$ cat src/ivms_defines.vh
// Purpose: constants for the internal vco mode setup block
// Assumes: 8-bit registers reached over a plain strobe port
// Notes:   offsets are byte addresses of the control space
`ifndef IVMS_DEFINES_VH
`define IVMS_DEFINES_VH

`define IVMS_AW          10
`define IVMS_DW          8
`define IVMS_NREG        17
`define IVMS_IW          5

`define IVMS_A_PLL_FIRST 10'h010
`define IVMS_A_PLL_LAST  10'h01e
`define IVMS_A_STATUS    10'h01f
`define IVMS_A_NVM       10'h0b3
`define IVMS_A_VDIV      10'h1e0
`define IVMS_A_SRC       10'h1e1
`define IVMS_A_XFER      10'h232

`define IVMS_I_PWR       5'h00
`define IVMS_I_CAL       5'h08
`define IVMS_I_REFEN     5'h0c
`define IVMS_I_VDIV      5'h0f
`define IVMS_I_SRC       5'h10
`define IVMS_I_LAST      5'h10
`define IVMS_I_NONE      5'h11

`define IVMS_B_PFD_POL   7
`define IVMS_B_CAL       0
`define IVMS_B_SRC_VCO   1
`define IVMS_B_BYPASS    0
`define IVMS_B_XFER      0
`define IVMS_B_STORE     0

`define IVMS_PWR_ON      2'h0
`define IVMS_RST_PWR     8'h01
`define IVMS_RST_OTHER   8'h00
`define IVMS_MASK_VDIV   8'h07
`define IVMS_MASK_SRC    8'h03
`define IVMS_MASK_ALL    8'hff

`define IVMS_CLK_PERIOD_PS 5000
`define IVMS_CAL_TIME_NS   4000

`endif

$ cat src/ivms_core.v
// Purpose: buffered control registers, vco calibration and config save/restore
// Assumes: nonvolatile store answers a read one cycle after its read strobe
// Notes:   reads return the buffered values, not the active ones
//
// The placing of the registers and the plain strobed port are this design's own decisions.
`timescale 1ns/1ps
`default_nettype none
`include "ivms_defines.vh"

module ivms_core #(
  parameter CAL_TIME_NS = `IVMS_CAL_TIME_NS,
  parameter CAL_CYCLES  = (CAL_TIME_NS * 1000 + `IVMS_CLK_PERIOD_PS - 1) / `IVMS_CLK_PERIOD_PS
) (
  input  wire                      clk,          // 200 MHz clock
  input  wire                      rst_b,        // async reset, active low
  input  wire [`IVMS_AW-1:0]       addr,         // register address
  input  wire [`IVMS_DW-1:0]       wdata,        // write data
  input  wire                      we,           // write strobe
  input  wire                      re,           // read strobe
  output reg  [`IVMS_DW-1:0]       rdata,        // read data, cycle after re
  input  wire                      nvm_valid_i,  // store holds a saved config
  input  wire [`IVMS_DW-1:0]       nvm_rdata_i,  // store read data
  output reg                       nvm_re_o,     // store read strobe
  output reg                       nvm_we_o,     // store write strobe
  output reg  [`IVMS_IW-1:0]       nvm_addr_o,   // store entry index
  output reg  [`IVMS_DW-1:0]       nvm_wdata_o,  // store write data
  output wire [1:0]                pll_pwr_o,    // active pll power code
  output wire                      pfd_neg_o,    // detector polarity negative
  output wire [2:0]                ref_en_o,     // enabled reference inputs
  output wire                      clk_src_vco_o,// internal vco is the source
  output wire                      div_bypass_o, // vco divider bypassed
  output wire [2:0]                vco_div_o,    // vco divider ratio code
  output wire [15*`IVMS_DW-1:0]    pll_cfg_o,    // active pll range, entry 0 low
  output reg                       cal_busy_o,   // calibration running
  output reg                       cal_done_o    // calibration finished
);

  localparam [2:0] S_IDLE  = 3'b001;
  localparam [2:0] S_BOOT  = 3'b010;
  localparam [2:0] S_STORE = 3'b100;
  localparam integer CAL_LAST_I = CAL_CYCLES - 1;
  localparam [15:0]  CAL_LAST   = CAL_LAST_I[15:0];

  function [`IVMS_IW-1:0] reg_idx;
    input [`IVMS_AW-1:0] a;
    reg   [`IVMS_AW-1:0] off;
    begin
      off = a - `IVMS_A_PLL_FIRST;
      if (a >= `IVMS_A_PLL_FIRST && a <= `IVMS_A_PLL_LAST)
        reg_idx = off[`IVMS_IW-1:0];
      else if (a == `IVMS_A_VDIV)
        reg_idx = `IVMS_I_VDIV;
      else if (a == `IVMS_A_SRC)
        reg_idx = `IVMS_I_SRC;
      else
        reg_idx = `IVMS_I_NONE;
    end
  endfunction

  function [`IVMS_DW-1:0] wr_mask;
    input [`IVMS_IW-1:0] i;
    begin
      if (i == `IVMS_I_VDIV)
        wr_mask = `IVMS_MASK_VDIV;
      else if (i == `IVMS_I_SRC)
        wr_mask = `IVMS_MASK_SRC;
      else
        wr_mask = `IVMS_MASK_ALL;
    end
  endfunction

  reg  [`IVMS_DW-1:0] buf_q [0:`IVMS_NREG-1];
  reg  [`IVMS_DW-1:0] act_q [0:`IVMS_NREG-1];
  reg  [2:0]          st_q;
  reg  [`IVMS_IW-1:0] ptr_q;
  reg                 cap_q;
  reg  [`IVMS_IW-1:0] cap_idx_q;
  reg                 boot_req_q;
  reg                 apply_q;
  reg  [15:0]         cal_cnt_q;

  wire [`IVMS_IW-1:0] acc_idx;
  wire                busy;
  wire                host_wr;
  wire                xfer;
  wire                store_req;
  wire                cal_go;
  wire                cal_clr;
  wire                cal_end;
  wire [`IVMS_DW-1:0] status;

  assign acc_idx   = reg_idx(addr);
  // boot check, save/restore own the buffer; host writes and transfer/save strobes are dropped meanwhile, reads still served
  assign busy      = ~st_q[0] | boot_req_q | nvm_re_o | cap_q | apply_q;
  assign host_wr   = we & ~busy & (acc_idx != `IVMS_I_NONE);
  assign xfer      = we & ~busy & (addr == `IVMS_A_XFER) & wdata[`IVMS_B_XFER];
  assign store_req = we & ~busy & (addr == `IVMS_A_NVM) & wdata[`IVMS_B_STORE];

  genvar g;
  generate
    for (g = 0; g < `IVMS_NREG; g = g + 1)
    begin : g_reg
      localparam [`IVMS_DW-1:0] RV = (g == 0) ? `IVMS_RST_PWR : `IVMS_RST_OTHER;
      localparam [`IVMS_IW-1:0] GI = g;
      always @(posedge clk or negedge rst_b)
      begin
        if (!rst_b)
        begin
          buf_q[g] <= RV;
          act_q[g] <= RV;
        end
        else
        begin
          if (cap_q && cap_idx_q == GI)
            buf_q[g] <= nvm_rdata_i & wr_mask(GI);
          else if (host_wr && acc_idx == GI)
            buf_q[g] <= wdata & wr_mask(GI);
          if (apply_q)
            act_q[g] <= buf_q[g];
        end
      end
      if (g < 15)
      begin : g_cfg
        assign pll_cfg_o[g*`IVMS_DW +: `IVMS_DW] = act_q[g];
      end
    end
  endgenerate

  assign pll_pwr_o     = act_q[`IVMS_I_PWR][1:0];
  assign pfd_neg_o     = act_q[`IVMS_I_PWR][`IVMS_B_PFD_POL];
  assign ref_en_o      = act_q[`IVMS_I_REFEN][2:0];
  assign clk_src_vco_o = act_q[`IVMS_I_SRC][`IVMS_B_SRC_VCO];
  assign div_bypass_o  = act_q[`IVMS_I_SRC][`IVMS_B_BYPASS];
  assign vco_div_o     = act_q[`IVMS_I_VDIV][2:0];

  // apply follows a transfer strobe or the last restored entry
  always @(posedge clk or negedge rst_b)
  begin
    if (!rst_b)
      apply_q <= 1'b0;
    else
      apply_q <= xfer | (cap_q & (cap_idx_q == `IVMS_I_LAST));
  end

  // start needs a 0 to 1 edge of the bit, so a stale set bit cannot re-run it
  assign cal_go  = apply_q & buf_q[`IVMS_I_CAL][`IVMS_B_CAL]
                 & ~act_q[`IVMS_I_CAL][`IVMS_B_CAL]
                 & buf_q[`IVMS_I_SRC][`IVMS_B_SRC_VCO]
                 & (buf_q[`IVMS_I_PWR][1:0] == `IVMS_PWR_ON);
  assign cal_clr = apply_q & ~buf_q[`IVMS_I_CAL][`IVMS_B_CAL];
  assign cal_end = cal_busy_o & (cal_cnt_q == 16'h0000);

  always @(posedge clk or negedge rst_b)
  begin
    if (!rst_b)
    begin
      cal_busy_o <= 1'b0;
      cal_done_o <= 1'b0;
      cal_cnt_q  <= 16'h0000;
    end
    else
    begin
      if (cal_go)
      begin
        cal_busy_o <= 1'b1;
        cal_cnt_q  <= CAL_LAST;
      end
      else if (cal_clr || cal_end)
        cal_busy_o <= 1'b0;
      else if (cal_busy_o)
        cal_cnt_q <= cal_cnt_q - 16'h0001;
      // completion beats a clear landing in the same cycle
      if (cal_end)
        cal_done_o <= 1'b1;
      else if (cal_clr || cal_go)
        cal_done_o <= 1'b0;
    end
  end

  // restore after reset, save on request
  always @(posedge clk or negedge rst_b)
  begin
    if (!rst_b)
    begin
      st_q        <= S_IDLE;
      ptr_q       <= 5'h00;
      boot_req_q  <= 1'b1;
      nvm_re_o    <= 1'b0;
      nvm_we_o    <= 1'b0;
      nvm_addr_o  <= 5'h00;
      nvm_wdata_o <= 8'h00;
      cap_q       <= 1'b0;
      cap_idx_q   <= 5'h00;
    end
    else
    begin
      nvm_re_o  <= 1'b0;
      nvm_we_o  <= 1'b0;
      cap_q     <= nvm_re_o;
      cap_idx_q <= nvm_addr_o;
      case (st_q)
        S_IDLE:
        begin
          ptr_q <= 5'h00;
          if (boot_req_q)
          begin
            boot_req_q <= 1'b0;
            if (nvm_valid_i)
              st_q <= S_BOOT;
          end
          else if (store_req)
            st_q <= S_STORE;
        end
        S_BOOT:
        begin
          nvm_re_o   <= 1'b1;
          nvm_addr_o <= ptr_q;
          ptr_q      <= ptr_q + 5'h01;
          if (ptr_q == `IVMS_I_LAST)
            st_q <= S_IDLE;
        end
        S_STORE:
        begin
          nvm_we_o    <= 1'b1;
          nvm_addr_o  <= ptr_q;
          nvm_wdata_o <= buf_q[ptr_q];
          ptr_q       <= ptr_q + 5'h01;
          if (ptr_q == `IVMS_I_LAST)
            st_q <= S_IDLE;
        end
        default:
          st_q <= S_IDLE;
      endcase
    end
  end

  assign status = {4'h0, (act_q[`IVMS_I_PWR][1:0] == `IVMS_PWR_ON), busy,
                   cal_done_o, cal_busy_o};

  // unmapped addresses and the transfer strobe read as zero
  always @(posedge clk or negedge rst_b)
  begin
    if (!rst_b)
      rdata <= 8'h00;
    else if (!re)
      rdata <= 8'h00;
    else if (acc_idx != `IVMS_I_NONE)
      rdata <= buf_q[acc_idx];
    else if (addr == `IVMS_A_STATUS)
      rdata <= status;
    else if (addr == `IVMS_A_NVM)
      rdata <= {7'h00, busy};
    else
      rdata <= 8'h00;
  end

endmodule
`default_nettype wire

$ cat config.mk
export PLATFORM = sky130hd
export DESIGN_NAME = ivms_core
export DESIGN_NICKNAME = d
export VERILOG_FILES = /design/src/ivms_core.v
export VERILOG_INCLUDE_DIRS = /design/src
export SDC_FILE = /design/constraint.sdc
export NUM_CORES = 1
export LEC_CHECK = 0
export BUFFER_PORTS_ARGS = -buffer_cell sky130_fd_sc_hd__buf_4
export CAP_MARGIN = 20
export CORE_ASPECT_RATIO = 1.4
export CORE_MARGIN = 2
export CORE_UTILIZATION = 53
export CTS_CLUSTER_SIZE = 40
export DETAILED_ROUTE_END_ITERATION = 7
export GPL_TIMING_DRIVEN = 0
export PLACE_DENSITY = 0.75
export SETUP_SLACK_MARGIN = 0.2
export SLEW_MARGIN = 20
export SYNTH_ARGS = -nofsm -noshare
export SYNTH_HDL_FRONTEND = slang
export SYNTH_SLANG_ARGS = --single-unit
$ cat constraint.sdc
create_clock -name clk -period 2.3 [get_ports clk]
set_input_delay 0.46 -clock clk [delete_from_list [all_inputs] [get_ports clk]]
set_output_delay 0.46 -clock clk [all_outputs]
set_load 0.005 [all_outputs]
* Yosys cells after proc, flatten, opt, wreduce, memory -nomap -nowiden *
Cells that the tools add are included.

operators by class
  $add $sub $neg = 3
  magnitude comparators = 4
  equal/unequal tests = 46
  mux-type cells = 62
  bitwise gates (word level) = 24
  reductions and logical operators = 66

operator list
  cell                                                                                number
  8-bit two-way mux                                                                   40
  8-bit binary-select mux with 5-bit select                                           2
  5-bit by 4-bit equality test with 1-bit output (second input constant)              16
  16-bit two-way mux                                                                  3
  2-bit nonzero test                                                                  21
  5-bit by 3-bit equality test with 1-bit output (second input constant)              8
  1-bit logical AND                                                                   35
  10-bit by 9-bit equality test with 1-bit output (second input constant)             2
  5-bit by 2-bit equality test with 1-bit output (second input constant)              4
  16-bit logical NOT                                                                  1
  16-bit by 1-bit subtractor with 16-bit output (second input constant)               1
  5-bit equality test (second input constant)                                         3
  1-bit AND                                                                           13
  6-bit >= comparator (second input constant)                                         2
  3-bit two-way mux                                                                   4
  5-bit inverter with 6-bit output                                                    2
  10-bit equality test (second input constant)                                        1
  10-bit by 5-bit equality test with 1-bit output (second input constant)             1
  10-bit by 8-bit equality test with 1-bit output (second input constant)             1
  5-bit by 1-bit equality test with 1-bit output (second input constant)              2
  10-bit by 5-bit >= comparator with 1-bit output (second input constant)             1
  10-bit by 5-bit less-or-equal comparator with 1-bit output (second input constant)  1
  5-bit logical NOT                                                                   2
  5-bit two-way mux                                                                   2
  other kinds (20)                                                                    37

storage, ports and cells
  bits in registers = 318
  input bits = 31
  output and inout bits = 156
  word-level logic and storage cells = 253

* Depth between registers and ports, before layout *
  word-level depth = 12
  mapped depth = 11
  depth with buffers taken out = 9

* Worst setup path before layout *
Ideal clock, no wire load.

  path type = input-to-reg
  from = in addr[9]
  to = reg buf_q[93] (netlist name)
  library setup time = 0.073 ns
  data arrival time = 2.241 ns
  data required time = 2.227 ns
  setup slack = -0.014 ns
  stages on the path = 8
  path buffers = 2
  path through = buf_6 > or3_4 > or3_4 > or3_4 > o21ai_4 > buf_6 > nor2_1 > a21oi_2

between the ends
  word-level cells in the longest chain between the ends = 8
  elaborated cells on any way between the ends = 13
  classes of those cells = order compare (2); eq/ne (4); mux (3); bitwise (1); reduce/logical (3)

ends and longest elaborated chain
  what                                                                                                     line             RTL
  from (decl)                                                                                              ivms_core.v:16   input wire [`IVMS_AW-1:0] addr,
  parallel branches: the longest is 3 deep, another holds 10-bit by 5-bit >= comparator with 1-bit output  -
  5-bit two-way mux (*)                                                                                    ivms_core.v:49   if (a >= `IVMS_A_PLL_FIRST && a <= `IVMS_A_PLL_LAST)
  5-bit != test (no line)                                                                                  -
  1-bit AND                                                                                                ivms_core.v:95   assign host_wr = we & ~busy & (acc_idx != `IVMS_I_NONE);
  1-bit logical AND (*)                                                                                    ivms_core.v:116  else if (host_wr && acc_idx == GI)
  2-bit nonzero test (no line) (*)                                                                         -
  to (signal, indexed assignment)                                                                          ivms_core.v:115  buf_q[g] <= nvm_rdata_i & wr_mask(GI);
  to (signal, indexed assignment)                                                                          ivms_core.v:117  buf_q[g] <= wdata & wr_mask(GI);
  to (decl)                                                                                                ivms_core.v:72   reg [`IVMS_DW-1:0] buf_q [0:`IVMS_NREG-1];

Mark *: on every way between the ends.
A chain may end at the register's enable or synchronous reset.

* Worst setup path after layout *
  from = reg nvm_re_o
  to = reg buf_q[61] (netlist name)

between the ends
  word-level cells in the longest chain between the ends = 8

ends and longest elaborated chain
  what                          line             RTL
  from (decl)                   ivms_core.v:23   output reg nvm_re_o,
  from (signal assigned)        ivms_core.v:188  nvm_re_o <= 1'b0;
  from (signal assigned)        ivms_core.v:197  nvm_re_o <= 1'b0;
  from (signal assigned)        ivms_core.v:216  nvm_re_o <= 1'b1;
  1-bit OR (3 in a row)         ivms_core.v:94   assign busy = ~st_q[0] | boot_req_q | nvm_re_o | cap_q | apply_q;
  1-bit inverter                ivms_core.v:95
  1-bit AND (2 in a row)        ivms_core.v:95
  1-bit logical AND             ivms_core.v:116
  2-bit nonzero test (no line)  -

No other way between the ends.

==> flow_summary.yaml <==
status:
  status: "completed"
logic_synthesis:
  syn_inst: 1366
  syn-num-nets: 1400
  synth_edf_count: 0
  synthesis.area_um2: 15400
  yosysSeqAreaShare: 0.500
  ys_ff_latch: 307
  synth_top_area_cell: "dfrtp_1"
  ys_warn_count: 0
  syn_area_per_cell_um2: 11.2
  synth_flop_cell: "dfrtp_1"
  synth_top_area_share: 0.494
  synth_cell_types: 68
  synthTopCellsByArea: "dfrtp_1 (49%), mux2i_1 (11%), mux2_2 (9.5%)"
  async_flop_share: 1.00
floorplanning:
  io_pins: 187
  rows: 73
  die_area_um2: 30400
  core-area_um2: 28500
  die_w_um: 148
  die_h_um: 205
  start_util: 0.539
global_route:
  grt_pass1_vias: 12600
  grt_pass1_wl_um: 81200
  grt_usage: 0.365
  antenna_found_initial: 3
  grt_remaining_overflow: 0
  grt_max_degree: 99
pwr:
  p_int_mw: 9.72
  power_mw: 13.0
  ir_worst_vdd_v: 0.000652
  p_leak_nw: 9.45
  switching_share: 0.255
  seqPwrFrac: 0.465
  power.switching_mw: 3.33
  pwr-share-comb: 0.106
  clockPowerShare: 0.429
  pwr_density_cell_nw_per_um2: 647
sta:
  period_share: 0.978
  hold_violations: 0
  tns_ns: 0
  clock.fmax_mhz: 445
  timing.hold.ws_ns: 0.247
  max_slew_margin: 0.163
  setup_viol: 0
  rsz0062_at_grt: "true"
  min_period_ns: 2.25
  slew_violations: 0
  worst_slew_pin_slew_ns: 1.26
  fin_skew_ns: 0.0170
clocking:
  h-tree-depth: 1
  cts_buffers: 30
  clockBufferDepth: 3
  cts_tree: "done"
  worstSkewPairLatency_ns: 0.58
  cts_num_sinks: 307
  path_clk_slew_ns: 0.07
  cts_root_buffer: "clkbuf_16"
detailed_routing:
  drt_wl_total_um: 55900
  num_vias: 12700
  postRouteAntennaNets: 0
  wire_per_inst_um: 27.3
  dr.pass1.iters: 6
  drc: 0
  first_iter_violations: 1082
  routed_via_density: 6.21
worst_setup_path:
  crit_type: "reg -> reg"
  rr_worst_depth: 8
  crit_path_start_kind: "flip-flop"
  arrival_ns: 2.75
  path_max_fanout: 6
  rr_endpoint: "buf_q[61]"
  cp.required_ns: 2.80
  r2r_start: "nvm_re_o"
  ff2ff_setup_slack_ns: 0.05
  end_kind: "flip-flop"
placed_design:
  hpwl_um: 39800
  place.gp.congestion: 1.00
  portBuffers: 180
final_layout:
  syn_to_final_growth_pct: 31.3
  post_route_cells_drive_above_1_share: 0.399
  fillers: 2057
  antenna_cells: 0
  nNetsFinal: 1682
hold_path:
  min_from: "addr[9]"
  holdPathEnd: "apply_q"
  hp-class: "in -> reg"
  whs_path_depth: 4
flow_run:
  drv_cap: 0
[state kept, by name, indices dropped and copies added (netlist names), 5 cells and up]
register,cells
buf_q,125
nvm_addr_o,5
cal_cnt_q,16
ptr_q,5
pll_cfg_o,119
rdata,8
nvm_wdata_o,8
cap_idx_q,5
[critical path, cell delays in order, from the launching register on]
cell and delay, ns:
dfrtp_1 0.40, nor4_2 0.35, and2_4 0.26, nand2_8 0.08, or3_4 0.45, o21ai_4 0.31, buf_6 0.17, nor2_1 0.05
a21oi_2 0.11
[worst max path at each step]
stage	slack, ns	endpoint	depth (start not counted)	from
finish	0.05	buf_q[61]	8	nvm_re_o
global route	-0.03	buf_q[61]	8	nvm_re_o
CTS	0.06	buf_q[111]	7	cap_idx_q[4]
detailed placement	-0.81	rdata[2]	11	addr[0]
global placement	-1.91	pll_cfg_o[77]	1	rst_b
floorplan	-0.01	buf_q[93]	8	addr[9]
[per-layer routing]
| layer | share of wire | vias to the layer above | wire (um) | GRT usage |
|---|---|---|---|---|
| met2 | 0.47 | 706 | 26200 | 0.587 |
| li1 | - | 5453 | - | - |
| met3 | 0.087 | 210 | 4850 | 0.0727 |
| met4 | 0.074 | 6 | 4130 | 0.216 |
| met5 | 0.00066 | - | 37 | 0 |
| met1 | 0.37 | 6334 | 20600 | 0.459 |
[cells by family (layout without fill, tap and decap cells)]
| logic type | count (synthesis) | count (layout) | share of synthesized area |
|---|---|---|---|
| xor gates and xnor gates | 17 | 17 | 0.00969 |
| buffers and inverters | 105 | 410 | 0.0324 |
| DFF | 307 | 307 | 0.500 |
| adders and majority gates | 3 | 3 | 0.00244 |
| and+or+nand+nor | 380 | 381 | 0.113 |
| AOI/OAI and AO/OA | 220 | 220 | 0.0858 |
| muxes | 334 | 334 | 0.257 |
[synthesized netlist by cell type, drive strengths merged (2+ instances only)]
master,number
o21ai,121
a21oi,51
a21boi,7
xnor2,6
nand3,39
mux4,35
nor3b,3
nor3,14
nor4,8
mux2i,169
nor2,68
xor2,11
o22ai,6
nand2,196
a22o,7
nor4b,3
nand4b,2
and3,5
mux2,130
o21a,2
inv,9
ha,3
a211oi,2
and2,7
o41a,2
dfrtp,303
buf,44
dfstp,4
or3b,2
nor2b,8
nand4,4
a31oi,2
o311ai,2
or3,6
a22oi,5
clkbuf,52
or4,3
a221oi,3
nand2b,7
[area by class of cell]
cell class                 instances  area, um2  share of cell area
clock buffer                      38        842              0.0417
tap                              375        469              0.0233
sequential                       307       7690               0.381
timing repair buffer             249       2190               0.109
clock inverter                    18        280              0.0139
multi-input combinational        955       7950               0.394
inverter                           9       33.8             0.00167
buffer                            96        723              0.0358
[power by group through the flow]
stage | Combinational, mW | Clock, mW | Sequential [mW]
finish | 1.39 | 5.59 | 6.07
global route | 1.51 | 5.82 | 6.09
detailed placement | 1.23 | 0 | 6.14
CTS | 1.29 | 5.61 | 6.04
floorplan | 0.671 | 0 | 6.02
global placement | 1.18 | 0 | 6.13
[cell usage in the layout, fill, tap and decap left out, types with 11 or more instances in the layout]
cell / netlist / routed
xor2_1: 11 / 11
mux2_2: 130 / 130
nor2_1: 68 / 48
buf_4: 9 / 227
mux2i_1: 169 / 162
clkbuf_16: 0 / 31
nand2_1: 196 / 184
nor2_4: 0 / 12
a21oi_1: 44 / 20
dfrtp_1: 303 / 301
buf_6: 6 / 28
o21ai_0: 113 / 108
mux4_2: 35 / 35
buf_12: 0 / 15
a21oi_2: 7 / 25
nand3_1: 39 / 36
clkbuf_1: 52 / 34
clkbuf_2: 0 / 12
[what timing repair did]
item,CTS,global route
endpoints found under the setup margin,288,176
pin swaps,24,37
gates cloned,5,6
hold endpoints to repair,58,0
resized for setup,120,141
buffers inserted,27,28
hold buffers,1,0
[through the flow]
step	area [um2]	instances	setup slack, ns	util
2_1_floorplan	15500	1366	-0.0113	-
3_3_place_gp	17300	1921	-1.91	0.607
3_5_place_dp	17400	1924	-0.814	0.610
4_1_cts	19400	2013	0.0572	0.680
5_1_grt	20200	2047	-0.0330	0.708
6_report	20200	2047	0.0506	0.708
(Power assumes the default switching activity.)
